--- src/logic/fcd_pkg.sv ---
/*
  Shared constants and types for the flash command sequencer (host side).
  Assumes a 100 MHz clock and a x16 asynchronous parallel NOR flash on the pins.
*/
package fcd_pkg;

  // ----------------------------------------------------------------
  // clock and bus timing
  // ----------------------------------------------------------------
  localparam int CLK_MHZ = 100;
  localparam int T_SETUP_NS = 10;
  localparam int T_PULSE_NS = 50;
  localparam int T_RECOVER_NS = 20;
  localparam int T_ACCESS_NS = 100;
  // least times round up, never below one cycle
  localparam int SETUP_RAW = (T_SETUP_NS * CLK_MHZ + 999) / 1000;
  localparam int PULSE_RAW = (T_PULSE_NS * CLK_MHZ + 999) / 1000;
  localparam int RECOVER_RAW = (T_RECOVER_NS * CLK_MHZ + 999) / 1000;
  localparam int ACCESS_RAW = (T_ACCESS_NS * CLK_MHZ + 999) / 1000;
  localparam logic [7:0] SETUP_CYC = 8'(SETUP_RAW < 1 ? 1 : SETUP_RAW);
  localparam logic [7:0] PULSE_CYC = 8'(PULSE_RAW < 1 ? 1 : PULSE_RAW);
  localparam logic [7:0] RECOVER_CYC = 8'(RECOVER_RAW < 1 ? 1 : RECOVER_RAW);
  localparam logic [7:0] ACCESS_CYC = 8'(ACCESS_RAW < 1 ? 1 : ACCESS_RAW);
  // cycles for a pin change to reach the third sync stage
  localparam logic [7:0] SYNC_CYC = 8'h03;

  // ----------------------------------------------------------------
  // fixed word addresses (low bits) and command codes
  // ----------------------------------------------------------------
  localparam int LOW_W = 12;
  localparam logic [11:0] ADDR_UNLOCK1 = 12'h555;
  localparam logic [11:0] ADDR_UNLOCK2 = 12'h2aa;
  localparam logic [11:0] ADDR_QUERY = 12'h055;
  localparam logic [7:0] CODE_UNLOCK1 = 8'haa;
  localparam logic [7:0] CODE_UNLOCK2 = 8'h55;
  localparam logic [7:0] CODE_RESET = 8'hf0;
  localparam logic [7:0] CODE_SR_READ = 8'h70;
  localparam logic [7:0] CODE_SR_CLEAR = 8'h71;
  localparam logic [7:0] CODE_PROGRAM = 8'ha0;
  localparam logic [7:0] CODE_BUF_LOAD = 8'h25;
  localparam logic [7:0] CODE_BUF_CONFIRM = 8'h29;
  localparam logic [7:0] CODE_ERASE_SETUP = 8'h80;
  localparam logic [7:0] CODE_CHIP_ERASE = 8'h10;
  localparam logic [7:0] CODE_SECTOR_ERASE = 8'h30;
  localparam logic [7:0] CODE_SUSPEND = 8'hb0;
  localparam logic [7:0] CODE_RESUME = 8'h30;
  localparam logic [7:0] CODE_ID_ENTRY = 8'h90;
  localparam logic [7:0] CODE_QUERY_ENTRY = 8'h98;
  localparam logic [7:0] CODE_SECURE_ENTRY = 8'h88;
  localparam logic [7:0] CODE_SET_EXIT = 8'h00;

  // ----------------------------------------------------------------
  // types
  // ----------------------------------------------------------------
  typedef enum logic [3:0] {
    OP_READ, OP_RESET, OP_SR_READ, OP_SR_CLEAR, OP_WORD_PROG, OP_BUF_PROG,
    OP_BUF_ABORT, OP_CHIP_ERASE, OP_SECTOR_ERASE, OP_SUSPEND, OP_RESUME,
    OP_ID_ENTRY, OP_QUERY_ENTRY, OP_SECURE_ENTRY, OP_SECURE_EXIT
  } fcd_op_t;

  typedef enum logic [1:0] {MODE_ARRAY, MODE_ID, MODE_SECURE} fcd_mode_t;

  typedef enum logic [2:0] {
    A_UNLOCK1, A_UNLOCK2, A_SECT_UNLOCK1, A_SECT_QUERY, A_USER
  } fcd_asel_t;

  typedef struct packed {
    logic rd;
    logic last;
    logic words;
    logic user_data;
    logic count_data;
    fcd_asel_t asel;
    logic [7:0] code;
  } fcd_step_t;

endpackage

--- src/logic/fcd_cyc_if.sv ---
/*
  Carrier between the sequencer and its bus-cycle engine.
  Assumes both ends run on the same clock; req is a one-cycle pulse.
*/
`timescale 1ns/1ps
interface fcd_cyc_if #(parameter int AW = 26, parameter int DW = 16);
  logic req;
  logic wr;
  logic [AW-1:0] addr;
  logic [DW-1:0] wdata;
  logic done;
  logic [DW-1:0] rdata;

  modport ctrl (output req, wr, addr, wdata, input done, rdata);
  modport eng (input req, wr, addr, wdata, output done, rdata);
endinterface // fcd_cyc_if

--- src/logic/fcd_host.sv ---
/*
  Host-side command sequencer for an asynchronous parallel NOR flash.
  Turns one user command into the flash's unlock, command and data bus cycles,
  and tracks the overlay mode the device is left in by every command but a buffer abort, and its suspend state.
  Assumes the user holds a command until cmd_ready_o and the flash pins are
  driven straight from the bus-cycle engine.
*/
// Notes on behaviour
// - F0 anywhere returns device to array read
// - 70 at 555, next read returns status
// - 71 at 555 clears status register
// - word program: AA, 55, A0, address/data
// - buffered load: unlock, 25, count, word pairs
// - 29 at sector confirms buffer to array
// - abort reset: AA, 55, F0 at 555
// - chip erase: six cycles ending 10
// - sector erase: five cycles, then 30 at sector
// - B0 anywhere suspends program or erase
// - 30 anywhere resumes suspended operation
// - AA, 55, 90 in sector enters identification
// - 98 at 55 in sector shows query table
// - AA, 55, 88 in sector enters secure region
// - secure region uses same program sequences
// - secure exit: AA, 55, 90, then 0
`timescale 1ns/1ps
module fcd_host import fcd_pkg::*; #(
  parameter int AW = 26,
  parameter int DW = 16,
  parameter int CW = 8,
  parameter int SECT_LSB = 16
) (
  input wire logic clk_i,
  input wire logic arst_n_i,
  input wire logic cmd_valid_i,
  input wire fcd_op_t cmd_op_i,
  input wire logic [AW-1:0] cmd_addr_i,
  input wire logic [DW-1:0] cmd_data_i,
  input wire logic [CW-1:0] cmd_count_i,
  output logic cmd_ready_o,
  output logic word_req_o,
  input wire logic word_valid_i,
  input wire logic [AW-1:0] word_addr_i,
  input wire logic [DW-1:0] word_data_i,
  output logic [DW-1:0] rd_data_o,
  output logic rd_valid_o,
  output logic done_o,
  output fcd_mode_t overlay_space_mode_o,
  output logic suspended_o,
  output logic [AW-1:0] flash_addr_o,
  output logic [DW-1:0] flash_dq_o,
  output logic flash_dq_oe_o,
  input wire logic [DW-1:0] flash_dq_i,
  output logic flash_ce_n_o,
  output logic flash_oe_n_o,
  output logic flash_we_n_o
);

  // ----------------------------------------------------------------
  // parameter checks
  // ----------------------------------------------------------------
  if (AW <= LOW_W || DW < 8 || CW < 1 || CW > DW) begin : g_bad_width
    $error("fcd_host: unsupported address, data or count width");
  end
  if (SECT_LSB < LOW_W || SECT_LSB >= AW) begin : g_bad_sector
    $error("fcd_host: sector boundary must lie above the unlock address bits");
  end

  // ----------------------------------------------------------------
  // step table
  // ----------------------------------------------------------------
  function automatic fcd_step_t wstep(input fcd_asel_t asel, input logic [7:0] code,
                                      input logic last);
    fcd_step_t s;
    s = '0;
    s.asel = asel;
    s.code = code;
    s.last = last;
    return s;
  endfunction

  // the two unlock cycles shared by most sequences
  function automatic fcd_step_t unlock_step(input logic [2:0] idx);
    return (idx[0] == 1'b0) ? wstep(A_UNLOCK1, CODE_UNLOCK1, 1'b0)
                            : wstep(A_UNLOCK2, CODE_UNLOCK2, 1'b0);
  endfunction

  function automatic fcd_step_t step_of(input fcd_op_t op, input logic [2:0] idx);
    fcd_step_t s;
    s = wstep(A_USER, CODE_RESET, 1'b1);
    case (op)
      OP_READ: begin
        s.rd = 1'b1;
      end
      OP_RESET: s = wstep(A_USER, CODE_RESET, 1'b1);
      OP_SR_READ: begin
        if (idx == 3'd0) begin
          s = wstep(A_UNLOCK1, CODE_SR_READ, 1'b0);
        end else begin
          s.rd = 1'b1;
        end
      end
      OP_SR_CLEAR: s = wstep(A_UNLOCK1, CODE_SR_CLEAR, 1'b1);
      OP_WORD_PROG: begin
        if (idx < 3'd2) begin
          s = unlock_step(idx);
        end else if (idx == 3'd2) begin
          s = wstep(A_UNLOCK1, CODE_PROGRAM, 1'b0);
        end else begin
          s.user_data = 1'b1;
        end
      end
      OP_BUF_PROG: begin
        if (idx < 3'd2) begin
          s = unlock_step(idx);
        end else if (idx == 3'd2) begin
          s = wstep(A_USER, CODE_BUF_LOAD, 1'b0);
        end else begin
          s = wstep(A_USER, CODE_SET_EXIT, 1'b0);
          s.count_data = 1'b1;
          s.words = 1'b1;
        end
      end
      OP_BUF_ABORT: begin
        s = (idx < 3'd2) ? unlock_step(idx) : wstep(A_UNLOCK1, CODE_RESET, 1'b1);
      end
      OP_CHIP_ERASE, OP_SECTOR_ERASE: begin
        if (idx == 3'd2) begin
          s = wstep(A_UNLOCK1, CODE_ERASE_SETUP, 1'b0);
        end else if (idx < 3'd5) begin
          s = unlock_step((idx > 3'd2) ? idx - 3'd3 : idx);
        end else if (op == OP_CHIP_ERASE) begin
          s = wstep(A_UNLOCK1, CODE_CHIP_ERASE, 1'b1);
        end else begin
          s = wstep(A_USER, CODE_SECTOR_ERASE, 1'b1);
        end
      end
      OP_SUSPEND: s = wstep(A_USER, CODE_SUSPEND, 1'b1);
      OP_RESUME: s = wstep(A_USER, CODE_RESUME, 1'b1);
      OP_ID_ENTRY: begin
        s = (idx < 3'd2) ? unlock_step(idx) : wstep(A_SECT_UNLOCK1, CODE_ID_ENTRY, 1'b1);
      end
      OP_QUERY_ENTRY: s = wstep(A_SECT_QUERY, CODE_QUERY_ENTRY, 1'b1);
      OP_SECURE_ENTRY: begin
        s = (idx < 3'd2) ? unlock_step(idx)
                         : wstep(A_SECT_UNLOCK1, CODE_SECURE_ENTRY, 1'b1);
      end
      OP_SECURE_EXIT: begin
        if (idx < 3'd2) begin
          s = unlock_step(idx);
        end else if (idx == 3'd2) begin
          s = wstep(A_UNLOCK1, CODE_ID_ENTRY, 1'b0);
        end else begin
          s = wstep(A_USER, CODE_SET_EXIT, 1'b1);
        end
      end
      default: s = wstep(A_USER, CODE_RESET, 1'b1);
    endcase
    return s;
  endfunction

  // ----------------------------------------------------------------
  // state
  // ----------------------------------------------------------------
  typedef enum logic [2:0] {S_IDLE, S_ISSUE, S_WAIT, S_WORD, S_WWAIT, S_CONFIRM} fcd_state_t;

  fcd_state_t st_q;
  fcd_op_t op_q;
  logic [2:0] idx_q;
  logic [AW-1:0] addr_q;
  logic [DW-1:0] data_q;
  logic [CW-1:0] count_q;
  logic [CW:0] left_q;
  logic confirm_q;
  logic req_q;
  logic [AW-1:0] cyc_addr_q;
  logic [DW-1:0] cyc_data_q;
  logic cyc_wr_q;

  fcd_cyc_if #(.AW(AW), .DW(DW)) cyc_bus ();

  assign cyc_bus.req = req_q;
  assign cyc_bus.wr = cyc_wr_q;
  assign cyc_bus.addr = cyc_addr_q;
  assign cyc_bus.wdata = cyc_data_q;

  // ----------------------------------------------------------------
  // step decode
  // ----------------------------------------------------------------
  wire fcd_step_t step_w = step_of(op_q, idx_q);
  wire [AW-SECT_LSB-1:0] sect_w = addr_q[AW-1:SECT_LSB];
  wire [AW-1:0] sect_unlock_w = {sect_w, (SECT_LSB - LOW_W)'(0), ADDR_UNLOCK1};
  wire [AW-1:0] sect_query_w = {sect_w, (SECT_LSB - LOW_W)'(0), ADDR_QUERY};
  wire [AW-1:0] step_addr_w =
    (step_w.asel == A_UNLOCK1) ? AW'(ADDR_UNLOCK1) :
    (step_w.asel == A_UNLOCK2) ? AW'(ADDR_UNLOCK2) :
    (step_w.asel == A_SECT_UNLOCK1) ? sect_unlock_w :
    (step_w.asel == A_SECT_QUERY) ? sect_query_w : addr_q;
  wire [DW-1:0] step_data_w =
    step_w.user_data ? data_q :
    step_w.count_data ? DW'(count_q) : DW'(step_w.code);
  wire take_cmd = cmd_valid_i && cmd_ready_o;
  wire take_word = word_valid_i && word_req_o;
  wire seq_done = (st_q == S_WAIT) && cyc_bus.done && (step_w.last || confirm_q);

  // mode the device is in once the finished sequence lands, but the old tracked mode after a buffer abort
  wire fcd_mode_t mode_next_w =
    (op_q == OP_RESET) ? MODE_ARRAY :
    (op_q == OP_ID_ENTRY || op_q == OP_QUERY_ENTRY) ? MODE_ID :
    (op_q == OP_SECURE_ENTRY) ? MODE_SECURE :
    (op_q == OP_SECURE_EXIT) ? MODE_ARRAY : overlay_space_mode_o;

  // ----------------------------------------------------------------
  // sequencer
  // ----------------------------------------------------------------
  always_ff @(posedge clk_i or negedge arst_n_i) begin
    if (!arst_n_i) begin
      st_q <= S_IDLE;
      op_q <= OP_READ;
      idx_q <= 3'd0;
      addr_q <= '0;
      data_q <= '0;
      count_q <= '0;
      left_q <= '0;
      confirm_q <= 1'b0;
      req_q <= 1'b0;
      cyc_addr_q <= '0;
      cyc_data_q <= '0;
      cyc_wr_q <= 1'b0;
      cmd_ready_o <= 1'b1;
      word_req_o <= 1'b0;
    end else begin
      req_q <= 1'b0;
      case (st_q)
        S_IDLE: begin
          if (take_cmd) begin
            op_q <= cmd_op_i;
            addr_q <= cmd_addr_i;
            data_q <= cmd_data_i;
            count_q <= cmd_count_i;
            left_q <= {1'b0, cmd_count_i} + (CW + 1)'(1);
            idx_q <= 3'd0;
            confirm_q <= 1'b0;
            cmd_ready_o <= 1'b0;
            st_q <= S_ISSUE;
          end
        end
        S_ISSUE: begin
          cyc_addr_q <= step_addr_w;
          cyc_data_q <= step_data_w;
          cyc_wr_q <= !step_w.rd;
          req_q <= 1'b1;
          st_q <= S_WAIT;
        end
        S_WAIT: begin
          if (cyc_bus.done) begin
            if (step_w.last || confirm_q) begin
              cmd_ready_o <= 1'b1;
              st_q <= S_IDLE;
            end else if (step_w.words) begin
              word_req_o <= 1'b1;
              st_q <= S_WORD;
            end else begin
              idx_q <= idx_q + 3'd1;
              st_q <= S_ISSUE;
            end
          end
        end
        S_WORD: begin
          if (take_word) begin
            word_req_o <= 1'b0;
            cyc_addr_q <= word_addr_i;
            cyc_data_q <= word_data_i;
            cyc_wr_q <= 1'b1;
            req_q <= 1'b1;
            left_q <= left_q - (CW + 1)'(1);
            st_q <= S_WWAIT;
          end
        end
        S_WWAIT: begin
          if (cyc_bus.done) begin
            if (left_q == '0) begin
              st_q <= S_CONFIRM;
            end else begin
              word_req_o <= 1'b1;
              st_q <= S_WORD;
            end
          end
        end
        S_CONFIRM: begin
          cyc_addr_q <= addr_q;
          cyc_data_q <= DW'(CODE_BUF_CONFIRM);
          cyc_wr_q <= 1'b1;
          req_q <= 1'b1;
          confirm_q <= 1'b1;
          st_q <= S_WAIT;
        end
        default: st_q <= S_IDLE;
      endcase
    end
  end

  // ----------------------------------------------------------------
  // results and tracked device state
  // ----------------------------------------------------------------
  always_ff @(posedge clk_i or negedge arst_n_i) begin
    if (!arst_n_i) begin
      rd_data_o <= '0;
      rd_valid_o <= 1'b0;
      done_o <= 1'b0;
      overlay_space_mode_o <= MODE_ARRAY;
      suspended_o <= 1'b0;
    end else begin
      rd_valid_o <= (st_q == S_WAIT) && cyc_bus.done && step_w.rd && !confirm_q;
      if ((st_q == S_WAIT) && cyc_bus.done && step_w.rd && !confirm_q) begin
        rd_data_o <= cyc_bus.rdata;
      end
      done_o <= seq_done;
      if (seq_done) begin
        overlay_space_mode_o <= mode_next_w;
        if (op_q == OP_SUSPEND) begin
          suspended_o <= 1'b1;
        end else if (op_q == OP_RESUME || op_q == OP_RESET) begin
          suspended_o <= 1'b0;
        end
      end
    end
  end

  // ----------------------------------------------------------------
  // bus-cycle engine
  // ----------------------------------------------------------------
  fcd_cycle #(.AW(AW), .DW(DW)) u_cycle (
    .clk_i(clk_i),
    .arst_n_i(arst_n_i),
    .cyc(cyc_bus.eng),
    .flash_addr_o(flash_addr_o),
    .flash_dq_o(flash_dq_o),
    .flash_dq_oe_o(flash_dq_oe_o),
    .flash_dq_i(flash_dq_i),
    .flash_ce_n_o(flash_ce_n_o),
    .flash_oe_n_o(flash_oe_n_o),
    .flash_we_n_o(flash_we_n_o)
  );

endmodule // fcd_host

--- src/logic/fcd_cycle.sv ---
/*
  Bus-cycle engine: one asynchronous write or read cycle on the flash pins.
  Assumes requests arrive only while idle; data input pins are asynchronous.
*/
`timescale 1ns/1ps
module fcd_cycle import fcd_pkg::*; #(
  parameter int AW = 26,
  parameter int DW = 16
) (
  input wire logic clk_i,
  input wire logic arst_n_i,
  fcd_cyc_if.eng cyc,
  output logic [AW-1:0] flash_addr_o,
  output logic [DW-1:0] flash_dq_o,
  output logic flash_dq_oe_o,
  input wire logic [DW-1:0] flash_dq_i,
  output logic flash_ce_n_o,
  output logic flash_oe_n_o,
  output logic flash_we_n_o
);

  typedef enum logic [2:0] {E_IDLE, E_SETUP, E_PULSE, E_RECOVER, E_ACCESS, E_SAMPLE} fcd_eng_t;

  fcd_eng_t st_q;
  logic [7:0] cnt_q;
  logic [DW-1:0] s1_q, s2_q, s3_q;
  logic done_q;
  logic [DW-1:0] rdata_q;
  wire cnt_zero = (cnt_q == 8'h00);
  wire sync_stable = (s2_q == s3_q);

  assign cyc.done = done_q;
  assign cyc.rdata = rdata_q;

  // ----------------------------------------------------------------
  // data pin synchroniser
  // ----------------------------------------------------------------
  always_ff @(posedge clk_i or negedge arst_n_i) begin
    if (!arst_n_i) begin
      s1_q <= '0;
      s2_q <= '0;
      s3_q <= '0;
    end else begin
      s1_q <= flash_dq_i;
      s2_q <= s1_q;
      s3_q <= s2_q;
    end
  end

  // ----------------------------------------------------------------
  // cycle sequencing
  // ----------------------------------------------------------------
  always_ff @(posedge clk_i or negedge arst_n_i) begin
    if (!arst_n_i) begin
      st_q <= E_IDLE;
      cnt_q <= 8'h00;
      done_q <= 1'b0;
      rdata_q <= '0;
      flash_addr_o <= '0;
      flash_dq_o <= '0;
      flash_dq_oe_o <= 1'b0;
      flash_ce_n_o <= 1'b1;
      flash_oe_n_o <= 1'b1;
      flash_we_n_o <= 1'b1;
    end else begin
      done_q <= 1'b0;
      cnt_q <= cnt_zero ? 8'h00 : cnt_q - 8'h01;
      case (st_q)
        E_IDLE: begin
          if (cyc.req) begin
            flash_addr_o <= cyc.addr;
            flash_dq_o <= cyc.wdata;
            flash_ce_n_o <= 1'b0;
            flash_dq_oe_o <= cyc.wr;
            flash_oe_n_o <= cyc.wr;
            cnt_q <= cyc.wr ? SETUP_CYC - 8'h01 : ACCESS_CYC - 8'h01;
            st_q <= cyc.wr ? E_SETUP : E_ACCESS;
          end
        end
        E_SETUP: begin
          if (cnt_zero) begin
            flash_we_n_o <= 1'b0;
            cnt_q <= PULSE_CYC - 8'h01;
            st_q <= E_PULSE;
          end
        end
        E_PULSE: begin
          if (cnt_zero) begin
            flash_we_n_o <= 1'b1;
            cnt_q <= RECOVER_CYC - 8'h01;
            st_q <= E_RECOVER;
          end
        end
        E_RECOVER: begin
          if (cnt_zero) begin
            flash_ce_n_o <= 1'b1;
            flash_dq_oe_o <= 1'b0;
            done_q <= 1'b1;
            st_q <= E_IDLE;
          end
        end
        E_ACCESS: begin
          if (cnt_zero) begin
            cnt_q <= SYNC_CYC - 8'h01;
            st_q <= E_SAMPLE;
          end
        end
        E_SAMPLE: begin
          if (cnt_zero && sync_stable) begin
            rdata_q <= s3_q;
            flash_ce_n_o <= 1'b1;
            flash_oe_n_o <= 1'b1;
            done_q <= 1'b1;
            st_q <= E_IDLE;
          end
        end
        default: st_q <= E_IDLE;
      endcase
    end
  end

endmodule // fcd_cycle

--- config.mk ---
export PLATFORM = sky130hd
export DESIGN_NAME = fcd_host
export DESIGN_NICKNAME = d
export VERILOG_FILES = /design/src/logic/fcd_pkg.sv /design/src/logic/fcd_cyc_if.sv /design/src/logic/fcd_host.sv /design/src/logic/fcd_cycle.sv
export SDC_FILE = /design/constraint.sdc
export NUM_CORES = 1
export LEC_CHECK = 0
export BUFFER_PORTS_ARGS = -buffer_cell sky130_fd_sc_hd__buf_4
export CAP_MARGIN = 20
export CORE_ASPECT_RATIO = 1.4
export CORE_MARGIN = 2
export CORE_UTILIZATION = 40
export CTS_CLUSTER_SIZE = 24
export DETAILED_ROUTE_END_ITERATION = 10
export PLACE_DENSITY = 0.63
export SKIP_LAST_GASP = 1
export SYNTH_ARGS = -nofsm -noshare
export SYNTH_HDL_FRONTEND = slang
export SYNTH_SLANG_ARGS = --single-unit
export TNS_END_PERCENT = 5
--- constraint.sdc ---
create_clock -name clk_i -period 7.1 [get_ports clk_i]
set_input_delay 1.42 -clock clk_i [delete_from_list [all_inputs] [get_ports clk_i]]
set_output_delay 1.42 -clock clk_i [all_outputs]
set_load 0.005 [all_outputs]
# --- Word level (Yosys, flattened, before mapping) ---
# Index checks and enable logic that the tools add are counted.
totals:
  reg_bits: 259
  input_bits: 116
  output_inout_bits: 69
  word_cells: 229
classes:
  n_addsub: 5
  order_cmp: 3
  eq_ne: 44
  mux: 96
  reduce_logical: 49
op_table:
  columns: ["operator", "count"]
  rows:
  - ["$mux 16", 12]
  - ["$pmux 15 s12", 1]
  - ["$mux 26", 3]
  - ["$pmux 26 s3", 1]
  - ["$mux 3", 16]
  - ["$mux 8", 6]
  - ["$pmux 16 s3", 1]
  - ["$mux 9", 4]
  - ["$pmux 8 s4", 1]
  - ["$mux 15", 2]
  - ["$eq 4x4->1 const B", 7]
  - ["$mux 1", 23]
  - ["$mux 11", 2]
  - ["$eq 3x2->1 const B", 7]
  - ["$pmux 3 s6", 1]
  - ["$pmux 9 s2", 1]
  - ["$eq 16x16->1", 1]
  - ["$eq 4x3->1 const B", 4]
  - ["$ne 2x2->1 const B", 8]
  - ["$pmux 3 s5", 1]
  - ["$mux 14", 1]
  - ["$mux 2", 7]
  - ["$ne 2x1->1 const B", 7]
  - ["$pmux 1 s2", 7]
  - ["other kinds (33)", 73]

# --- Logic depth before layout (Yosys ltp) ---
# Gate-level depths: netlist (run 1).
depth:
  word_depth: 12
  ltp_mapped: 11
  depth_no_buf: 8

# --- Cells and area by module ---
# Synthesis (run 1) repeated with hierarchy kept, for this count alone.
unflattened:
  cells_unflattened: 1182
  hier_area_um2: 11561.1
modules_own_cells:
  columns: ["mod", "instances", "cells_per_inst", "area_each_um2", "seq_area_each_um2"]
  rows:
  - ["fcd_host", 1, 803, 7148.1, 3429.5]
  - ["fcd_cycle", 1, 379, 4413.0, 3056.7]

# --- Least setup slack after synthesis (run 1) ---
# OpenSTA, ideal clock, no wires.
synth_timing:
  path_kind: "input to register"
  startpoint: "input port word_valid_i"
  endpoint: "register cyc_data_q[7] (netlist: cyc_bus.wdata[7])"
  setup_ns: 0.082
  t_arrival_ns: 2.716
  required_ns: 7.018
  setup_slack_ns: 4.301
  stages: 8
  path_buffers: 2
  cell_sequence: "nand2_1 > or2_1 > a21o_1 > inv_1 > clkbuf_1 > clkbuf_1 > nor2_1 > o22ai_1"
synth_via:
  elab_chain_len: 3
synth_rtl:
  columns: ["element", "line_no", "source"]
  rows:
  - ["start: declaration", "fcd_host.sv:41", "input wire logic word_valid_i,"]
  - ["$logic_and 1x1->1", "fcd_host.sv:202", "wire take_word = word_valid_i && word_req_o;"]
  - ["$ne 2x2->1 (no line)", null, null]
  - ["$reduce_and 2->1 (no line)", null, null]
  - ["end signal: assignment", "fcd_host.sv:249", "cyc_data_q <= step_data_w;"]
  - ["end signal: assignment", "fcd_host.sv:272", "cyc_data_q <= word_data_i;"]
  - ["end signal: assignment", "fcd_host.sv:291", "cyc_data_q <= DW'(CODE_BUF_CONFIRM);"]
  - ["end: declaration", "fcd_host.sv:176", "logic [DW-1:0] cyc_data_q;"]
# Every way passes these cells.
# A chain may end at the register's enable or synchronous reset.

# --- Worst setup path in the final report (run 1) ---
layout_timing:
  startpoint: "input port word_valid_i"
  endpoint: "register cyc_addr_q[7]"
layout_via:
  elab_chain_len: 3
layout_rtl:
  columns: ["element", "line_no", "source"]
  rows:
  - ["$logic_and 1x1->1", "fcd_host.sv:202", null]
  - ["$ne 2x2->1 (no line)", null, null]
  - ["$reduce_and 2->1 (no line)", null, null]
  - ["end signal: assignment", "fcd_host.sv:248", "cyc_addr_q <= step_addr_w;"]
  - ["end signal: assignment", "fcd_host.sv:271", "cyc_addr_q <= word_addr_i;"]
  - ["end signal: assignment", "fcd_host.sv:290", "cyc_addr_q <= addr_q;"]
  - ["end: declaration", "fcd_host.sv:175", "logic [AW-1:0] cyc_addr_q;"]
# Every way passes these cells.

==> impl_results.md, run 1 <==
- Max Slew Vio Count: 0
- Internal power: 3.253 mW
- Number of global-route vias before repair: around 9300
- Post-synth EDFFs: 0
- Yosys warns: 0
- Register-to-Register Path Depth: 7
- #FFs+latches synth: about 260
- Place WS: ~2.5 ns
- DP Wirelength: 22780 um
- Placer Congestion: 0.8949
- Post-CTS sizing: 0
- Post-synthesis cell area: between 10000 and 15000 um2
- Slew @ Worst Pin: about 1.0 ns
- Largest regs: addr_q (26), cyc_addr_q (26), u_cycle.flash_addr_o (26)
- Final #Nets: 1453
- Drt wl/cell: between 15 and 20 um
- CP startpoint: word_valid_i
- Max stage delay on crit path: 0.94 ns
- Die Ht: 203.6 um
- Synth Instances: roughly 1200
- Post-synthesis cell type count: 74
- Post-CTS Hold Fix Bufs: 0
- Leading area contributor after synthesis: dfrtp_1
- R2R Setup Slk: 3.54 ns
- CP bufs+invs: 3
- GR Overflow Total: 0
- Die width: 146.5 um
- Avg Cell Area, Syn: between 9 and 10 um2
- Sw Share: between 30% and 40%
- Clk pin slew, worst setup/hold paths: ~0.060 ns
- Routed vias/inst: ~5.3
- Final ANT Viol Nets: 0
- Synthesis-to-finish area growth: 22.82%
- DP Cell Count: between 1500 and 2000
- Fin area: 13970 um2
- Net Count, Synth: between 1000 and 1500
- Achievable Freq: 0.2513 GHz
- Clk Latency, worst-skew pair: ~0.54 ns
- Ys async rst share: 100.0%
- Top cell types by occurrence after synthesis: nand2_1, dfrtp_1, nor2_1
- Crit Path Max Fanout: 43
- P_leak: roughly 6.7 nW
- Final worst slack: roughly 3.1 ns
- Psw: approximately 1.8 mW
- First-pass GRT wire length: roughly 51000 um
- Crit Path Category: in2reg
- RSZ-0062 raised after global routing: no
- Drt pass-1 iters: 6
- Placed inst area: roughly 13000 um2
- Max-Slew Margin vs Limit: 31.73%
- CTS tree: yes
- Worst path depth: 9
- HP Class: reg2reg
- Ys flop type: dfrtp_1
- RR Endpoint: cyc_addr_q[7]
- Largest net degree at the start of global routing: 153
- Setup crit end kind: flip-flop
- CP delay by family, top: buffers and inverters
- DRC viols: 0
- Initial antenna violation count: 1
- Layout cells sized above 1: 19.33%
- Critical Path Source Type: primary input
- CP max stage cell: clkinv_1
- Seq pwr share: 42.7%
- Post-synthesis sequential area ratio: 57.00%
- Post-CTS Setup Bufs: 0
- Share of the synthesized area in the top cell type: 56.08%
- GRT Total Usage: between 20% and 30%
- Power per cell area: between 300 and 400 nW/um2
- Gate power share: 29.0%
- Via count: just over 9000
- Starting Density: about two fifths
- Root Buffer: clkbuf_16
- Most used standard cell by instance count after synthesis: nand2_1
- WL final: 32100 um
- Worst path cell trace: buf_4 -> nand2_1 -> or2_1 -> a21o_2 -> clkinv_1 -> buf_4 -> and3_1 -> o211ai_1 -> o21ai_1
- Max-cap viol count: 0
- # rows: 73
- Core ar.: about 28000 um2
- # IOs: between 150 and 200
- Max H-tree Level: 1
- Setup TNS: 0 ns
- Clock skew: about 0.0071 ns
- Post-Layout Cell Count: approximately 1700
- Cts bufs inserted: 27
- Worst Path Required: 7.51 ns
- Final period utilization: between 50% and 60%
- Core Util, Final: between 40% and 50%
- CTS Buffer Depth: 3
- Total Die Area: 29830 um2
- Drt initial violations: 649
- Period minus WS final: just under 4 ns
- Synth area leaders: dfrtp_1, nand2_1, mux2_1
- Worst Setup EP: cyc_addr_q[7]
- Cell mode on critical path: buf_4
- Final setup viols: 0
- Clk network pwr share: between 20% and 30%
- Outcome: completed
- Port bufs: between 150 and 200
- Final hold vios: 0
- Critical path arrival: ~4.4 ns
- Reg-to-reg critical path startpoint: st_q[0]
- Clk sink count: 259
- Peak supply drop: 0.0001903 V
-- stage by stage --
| step | hold WS, ns | power (mW) |
|---|---|---|
| floorplan | 0.3312 | 3.155 |
| global placement | 0.3328 | 3.623 |
| detailed placement | 0.3357 | 3.659 |
| CTS | 0.3525 | 5.113 |
| global route | 0.3562 | 5.411 |
| finish | 0.3496 | 5.076 |
-- layout by cell type (no fill, tap or decap), types with 6 or more instances in the layout --
cell       synthesis  layout
a211oi_1           7       7
a21oi_1           70      70
a221o_1            6       6
a221oi_1          16      16
a31oi_1            8       8
and3_1             9       9
buf_4              2     191
clkbuf_16          0      27
clkbuf_8           0       8
dfrtp_1          255     255
ha_1               6       6
inv_1             16      15
mux2_1            32      32
nand2_1          321     321
nand2b_1           8       8
nand3_1           20      20
nor2_1            95      93
nor2b_1           10      10
nor3_1            14      14
o211ai_1           7       7
o21ai_0           28      28
o21ai_1           28      28
o22ai_1           16      16
o2bb2ai_1         12      12
xnor2_1           13      13
xor2_1            16      16
-- worst min-delay path by stage --
| stage | endpoint | cells past startpoint | startpoint | slack (ns) |
|---|---|---|---|---|
| 5_1_grt | u_cycle.s2_q[12] | 0 | u_cycle.s1_q[12] | 0.36 |
| 6_report | u_cycle.s2_q[5] | 0 | u_cycle.s1_q[5] | 0.35 |
| 3_3_place_gp | u_cycle.s2_q[7] | 0 | u_cycle.s1_q[7] | 0.33 |
| 4_1_cts | u_cycle.s2_q[5] | 0 | u_cycle.s1_q[5] | 0.35 |
| 2_1_floorplan | u_cycle.s2_q[0] | 0 | u_cycle.s1_q[0] | 0.33 |
| 3_5_place_dp | u_cycle.s2_q[6] | 0 | u_cycle.s1_q[6] | 0.34 |
-- logic make-up after synthesis --
kind of cell,after synthesis,synth area share [%]
mux,36,3.541
buf+inv,88,3.101
fa+ha+maj,6,0.6598
compound gates,246,14.11
flops,259,57.00
xor+xnor,29,2.232
simple gates,515,19.35
-- worst reg2reg max path: cells and delay by family, from the launching register on --
family | cells | cell delay, ns
buffers and inverters | 3 | 1.70
DFF | 1 | 0.56
AOI/OAI and AO/OA | 3 | 0.99
and+or+nand+nor | 1 | 0.17
-- final cells by class --
type,count,area (um2)
clock buffers,37,793.3
multi-input cells,832,4563
clock inverters,11,123.9
well taps,375,469.2
fillers,2652,14250
inverters,18,67.56
diodes,1,2.502
flip-flops and latches,259,6486
repair buffers,193,1469
-- metal layers --
metal	track usage, %	part of all wire [%]	up-vias
met5	0	0	-
met4	9.050	4.3	0
met3	2.774	5.1	78
met2	39.17	52	319
met1	26.08	39	4490
li1	-	-	4338
-- power by group through the flow --
stage	clock network, mW	logic, mW	registers, mW
global placement	0	1.44	2.18
CTS	1.47	1.47	2.17
finish	1.43	1.47	2.17
global route	1.53	1.66	2.22
detailed placement	0	1.47	2.19
floorplan	0	1.14	2.02
(Power assumes the default switching activity.)
==> inputs of run 2 (changes only) <==
==> constraint.sdc (replaced) <==
create_clock -name clk_i -period 3.9 [get_ports clk_i]
set_input_delay 0.78 -clock clk_i [delete_from_list [all_inputs] [get_ports clk_i]]
set_output_delay 0.78 -clock clk_i [all_outputs]
set_load 0.005 [all_outputs]
==> run 2 against run 1 <==
Global-route usage is 0.51 points higher. Largest cell class unchanged. Combinational power up 88%. Utilization grew 0.33 points. Sequential power rose by 82%. Clock skew grew 0.0079 ns. Die area unchanged. Register-to-register slack got worse by 2.7 ns. Worst hold slack lost 0.0096 ns. Wire length up 2.3%. Largest power group unchanged. Critical path type is now reg2reg. Cell count rose by 0.64%. Critical path depth is 2 lower. First-iteration DRC count increased by 8.9%.
==> impl_results.md, run 2 (same netlist as run 1, synthesis figures left out) <==
- Drt pass-1 iters: 8
- CP bufs+invs: 1
- # rows: 73
- Setup crit end kind: flip-flop
- Max-Slew Margin vs Limit: 29.72%
- Filler Cell Count: about 2600
- Max-cap viol count: 0
- CP startpoint: idx_q[0]
- Worst Path Required: 4.34 ns
- CP delay by family, top: simple AND/OR/NAND/NOR gates
- Reg area: approximately 6500 um2
- Final setup viols: 0
- Achievable Freq: 0.3294 GHz
- Core ar.: 28220 um2
- Power per cell area: about 670 nW/um2
- Number of global-route vias before repair: slightly above 9000
- Multi-input gate area: 4563 um2
- Worst path cell trace: inv_1 -> ha_1 -> nor2b_1 -> nor2_1 -> nor4_1 -> a221oi_1 -> o32ai_1
- Outcome: completed
- Period minus WS final: roughly 3.0 ns
- Slew @ Worst Pin: between 1 and 1.5 ns
- Final hold vios: 0
- WL final: between 30000 and 40000 um
- Post-CTS Hold Fix Bufs: 0
- First-pass GRT wire length: roughly 52000 um
- Max Slew Vio Count: 0
- RSZ-0062 raised after global routing: no
- Hold slack: roughly 0.34 ns
- Placer Congestion: 0.9395
- Post-CTS Setup Bufs: 0
- Starting Density: 40.32%
- Most common cell after layout, fill and taps aside: nand2_1
- Die Ht: ~200 um
- CTS tree: yes
- Final ANT Viol Nets: 0
- R2R Setup Slk: between 0.8 and 0.9 ns
- Routed vias/inst: 5.306
- Critical Path Source Type: flip-flop
- Clk Latency, worst-skew pair: 0.54 ns
- Drt initial violations: around 710
- Post-Layout Cell Count: about 1700
- CTS Buffer Depth: 3
- Reg-to-reg critical path startpoint: idx_q[0]
- Worst path depth: 7
- Largest regs: addr_q (26), cyc_addr_q (26), u_cycle.flash_addr_o (26)
- Total Die Area: around 30000 um2
- Port bufs: 184
- Cts bufs inserted: 26
- Crit Path Max Fanout: 13
- Drt wl/cell: ~19 um
- Commonest cells after routing, fill and taps aside: nand2_1, dfrtp_1, buf_4
- Clk pin slew, worst setup/hold paths: about 0.07 ns
- Final #Nets: ~1500
- Root Buffer: clkbuf_16
- Max H-tree Level: 1
- DRC viols: 0
- Clock skew: between 0.015 and 0.02 ns
- CP max stage cell: nor4_1
- P_leak: 6.732 nW
- # IOs: between 150 and 200
- Initial antenna violation count: 1
- Post-CTS sizing: 0
- DP Wirelength: ~24000 um
- Clk sink count: about 260
- Max stage delay on crit path: 0.82 ns
- Largest net degree at the start of global routing: approximately 120
- Register-to-Register Path Depth: 7
- Die width: approximately 150 um
- Crit Path Category: reg2reg
- Layout cells sized above 1: between 10% and 20%
- Setup TNS: 0 ns
- GR Overflow Total: 0
- Via count: about 9200
- RR Endpoint: cyc_bus.wdata[3]
- Peak supply drop: ~0.00039 V
- Final period utilization: between 70 and 80%
- Final worst slack: 0.8643 ns
- Critical path arrival: between 3 and 4 ns
- Worst Setup EP: cyc_bus.wdata[3]
- GRT Total Usage: 22.18%
- HP Class: in2async
- DP Cell Count: roughly 1700
- Synthesis-to-finish area growth: 23.64%
- Place WS: between 0.9 and 1 ns
-- run 2: cell types whose count changed in the layout (fill, tap and decap cells not counted) --
| cell | delta |
|---|---|
| buf_12 | +1 |
| buf_4 | +10 |
| bufinv_16 | +1 |
| clkbuf_1 | +1 |
| clkbuf_8 | -2 |
| clkinv_2 | +2 |
| clkinv_4 | -1 |
| inv_6 | -1 |
-- run 2: final cells by class --
class,count,share of cell area (%)
Sequential cell,259,46.10
Multi-Input combinational cell,832,32.44
Timing Repair Buffer,204,11.12
Clock buffer,36,5.470
Tap cell,375,3.335
Clock inverter,12,1.041
Inverter,18,0.4803
Antenna cell,1,0.01779
-- run 2: routing by layer --
layer	share of wire (%)	up-vias	track usage (%)
met5	0	-	0
met1	40	4469	26.81
met3	4.9	63	2.595
met4	3.6	0	8.356
met2	52	338	40.57
li1	-	4346	-
-- run 2: where the power goes --
| group | internal (mW) | leakage, nW | switching (mW) |
|---|---|---|---|
| combinational | 1.07 | 3.10 | 1.69 |
| sequential | 3.33 | 3.19 | 0.627 |
| clock | 1.58 | 0.446 | 1.06 |
| total | 5.98 | 6.73 | 3.38 |
-- run 2: worst reg2reg max path: stages (launching register included) --
cell	delay, ns
dfrtp_1	0.62
inv_1	0.17
ha_1	0.30
nor2b_1	0.33
nor2_1	0.09
nor4_1	0.82
a221oi_1	0.29
o32ai_1	0.33
-- run 2: how the worst min path moves through the flow --
stage / endpoint / cells past startpoint / slack (ns)
2_1_floorplan: u_cycle.s2_q[0] / 0 / 0.33
3_3_place_gp: u_cycle.s2_q[14] / 0 / 0.33
3_5_place_dp: u_cycle.s2_q[14] / 0 / 0.34
4_1_cts: u_cycle.s1_q[6] / 1 / 0.32
5_1_grt: u_cycle.s1_q[2] / 1 / 0.32
6_report: u_cycle.cyc.rdata[7] / 1 / 0.34
-- run 2: stage by stage --
step	area (um2)	total power, mW	utilization, %
after detailed placement	13150	6.730	46.59
after global routing	14070	9.976	49.85
after CTS	14070	9.413	49.84
after floorplan	11380	5.744	-
final	14070	9.363	49.85
after global placement	13150	6.673	46.59
==> inputs of run 3 (changes only) <==
==> constraint.sdc (replaced) <==
create_clock -name clk_i -period 3.1 [get_ports clk_i]
set_input_delay 0.62 -clock clk_i [delete_from_list [all_inputs] [get_ports clk_i]]
set_output_delay 0.62 -clock clk_i [all_outputs]
set_load 0.005 [all_outputs]
==> run 3 against run 2 <==
Register-to-register slack got worse by 0.43 ns. First-iteration DRC count decreased by 16%. Largest cell class unchanged. Critical path type unchanged. Clock skew decreased by 0.0059 ns. Cell count increased by 1.3%. Non-clock buffer count increased by 25. Setup slack got worse by 0.43 ns. Worst hold slack got worse by 0.15 ns. Die area unchanged. Wire length decreased by 0.56%. Clock-buffer cell count decreased by 4. Critical path depth increased by 1.
==> impl_results.md, run 3 (same netlist as run 1, synthesis figures left out) <==
- Outcome: completed
- Port bufs: 184
- CTS tree: yes
- Post-Layout Cell Count: 1759
- Starting Density: between 40% and 50%
- Final setup viols: 0
- Total design power: roughly 12 mW
- Period minus WS final: 2.669 ns
- Worst path cell trace: inv_1 -> ha_1 -> nand2b_4 -> and4bb_1 -> nand2_1 -> or4_4 -> nor2_8 -> mux2_1
- Max-cap viol count: 0
- Post-CTS Setup Bufs: 0
- # IOs: 185
- Power per cell area: between 800 and 900 nW/um2
- Worst Path Required: 3.50 ns
- Cts bufs inserted: 26
- Drt initial violations: 591
- CTS Buffer Depth: 3
- P_leak: between 6 and 7 nW
- Total Die Area: 29830 um2
- R2R Setup Slk: 0.43 ns
- Critical path arrival: between 3 and 4 ns
- Clock skew: 0.009155 ns
- Final hold vios: 0
- Final ANT Viol Nets: 0
- Slew @ Worst Pin: 0.9363 ns
- Place WS: 0.4205 ns
- First-pass GRT wire length: just over 50000 um
- Die width: 146.5 um
- Final worst slack: 0.4306 ns
- Fin area: around 14000 um2
- Crit Path Max Fanout: 17
- Largest net degree at the start of global routing: a little under 80
- DRC viols: 0
- Hold slack: about 0.19 ns
- Commonest cells after routing, fill and taps aside: nand2_1, dfrtp_1, buf_4
- Core ar.: 28220 um2
- DP Cell Count: 1712
- Peak supply drop: between 0.0004 and 0.0005 V
- Max-Slew Margin vs Limit: between 30% and 40%
- # rows: 73
- Placed inst area: approximately 13000 um2
- GR Overflow Total: 0
- Crit Path Category: reg2reg
- Setup crit end kind: flip-flop
- Critical Path Source Type: flip-flop
- Clk pin slew, worst setup/hold paths: 0.06 ns
- Die Ht: slightly above 200 um
- Achievable Freq: 0.3746 GHz
- Max stage delay on crit path: between 0.6 and 0.7 ns
- Drt wl/cell: roughly 19 um
- Multi-input gate area: 4563 um2
- Final period utilization: a little under nine tenths
- Routed vias/inst: between 5 and 6
- Filler Cell Count: between 2000 and 3000
- Clk sink count: roughly 260
- Root Buffer: clkbuf_16
- HP Class: in2reg
- Layout cells sized above 1: a little over a fifth
- Synthesis-to-finish area growth: 24.91%
- Setup TNS: 0 ns
- CP max stage cell: or4_4
- Final #Nets: 1488
- Largest regs: addr_q (26), cyc_addr_q (26), u_cycle.flash_addr_o (26)
- Most common cell after layout, fill and taps aside: nand2_1
- Clk Latency, worst-skew pair: around 0.53 ns
- Drt pass-1 iters: 6
- RSZ-0062 raised after global routing: no
- Max H-tree Level: 1
- Placer Congestion: 0.9434
- DP Wirelength: 23820 um
- Number of global-route vias before repair: 9500
- Reg area: 6486 um2
- GRT Total Usage: around 22%
- Via count: 9346
- Max Slew Vio Count: 0
- Initial antenna violation count: 1
- WL final: around 33000 um
- Core Util, Final: around half
-- run 3: cell count changes in the layout (fill, tap and decap cells not counted), sizes merged --
cell         change
buf             +24
clkinvlp         -2
clkbuf           -4
clkinv           +3
dlygate4sd3      +1
-- run 3: worst paths after layout --
kind,start,to,depth (start not counted)
max in group asynchronous,arst_n_i,addr_q[0],3
hold reg to reg,u_cycle.s1_q[8],u_cycle.s2_q[8],0
setup / recovery,u_cycle.cnt_q[0],u_cycle.cyc.rdata[9],8
setup reg to reg,u_cycle.cnt_q[0],u_cycle.cyc.rdata[9],8
hold / removal,flash_dq_i[4],u_cycle.s1_q[4],1
min in group asynchronous,arst_n_i,rd_data_o[14],2
-- run 3: timing repair --
action / 4_1_cts / 5_1_grt
hold buffers: 1 / 0
gates resized for setup: 0 / 0
hold endpoints to repair: 2 / 0
-- run 3: worst max-delay path: cells and delay by family, from the launching register on --
| kind | cells | cell delay, ns |
|---|---|---|
| mux | 1 | 0.37 |
| fa+ha+maj | 1 | 0.22 |
| simple gates | 5 | 1.50 |
| buf+inv | 1 | 0.06 |
| flops | 1 | 0.39 |
-- run 3: cell type report --
type                    count  area share (%)
inverters                  18          0.4754
multi-input cells         832           32.11
diodes                      1         0.01761
clock inverters            13           1.004
repair buffers            229           12.43
well taps                 375           3.301
clock buffers              32           5.027
flip-flops and latches    259           45.64
-- run 3: routing by layer --
metal / track usage (%) / vias to the layer above / share of wire, %
met1: 26.89 / 4596 / 40
met4: 10.30 / 0 / 4.6
met5: 0 / - / 0
li1: - / 4417 / -
met3: 2.908 / 78 / 4.3
met2: 38.49 / 255 / 51
-- run 3: power breakdown --
part | switching, mW | internal, mW | leakage [nW] | total (mW)
Combinational | 2.28 | 1.52 | 3.22 | 3.80
Clock | 1.29 | 1.88 | 0.428 | 3.17
Sequential | 0.673 | 4.20 | 3.19 | 4.87
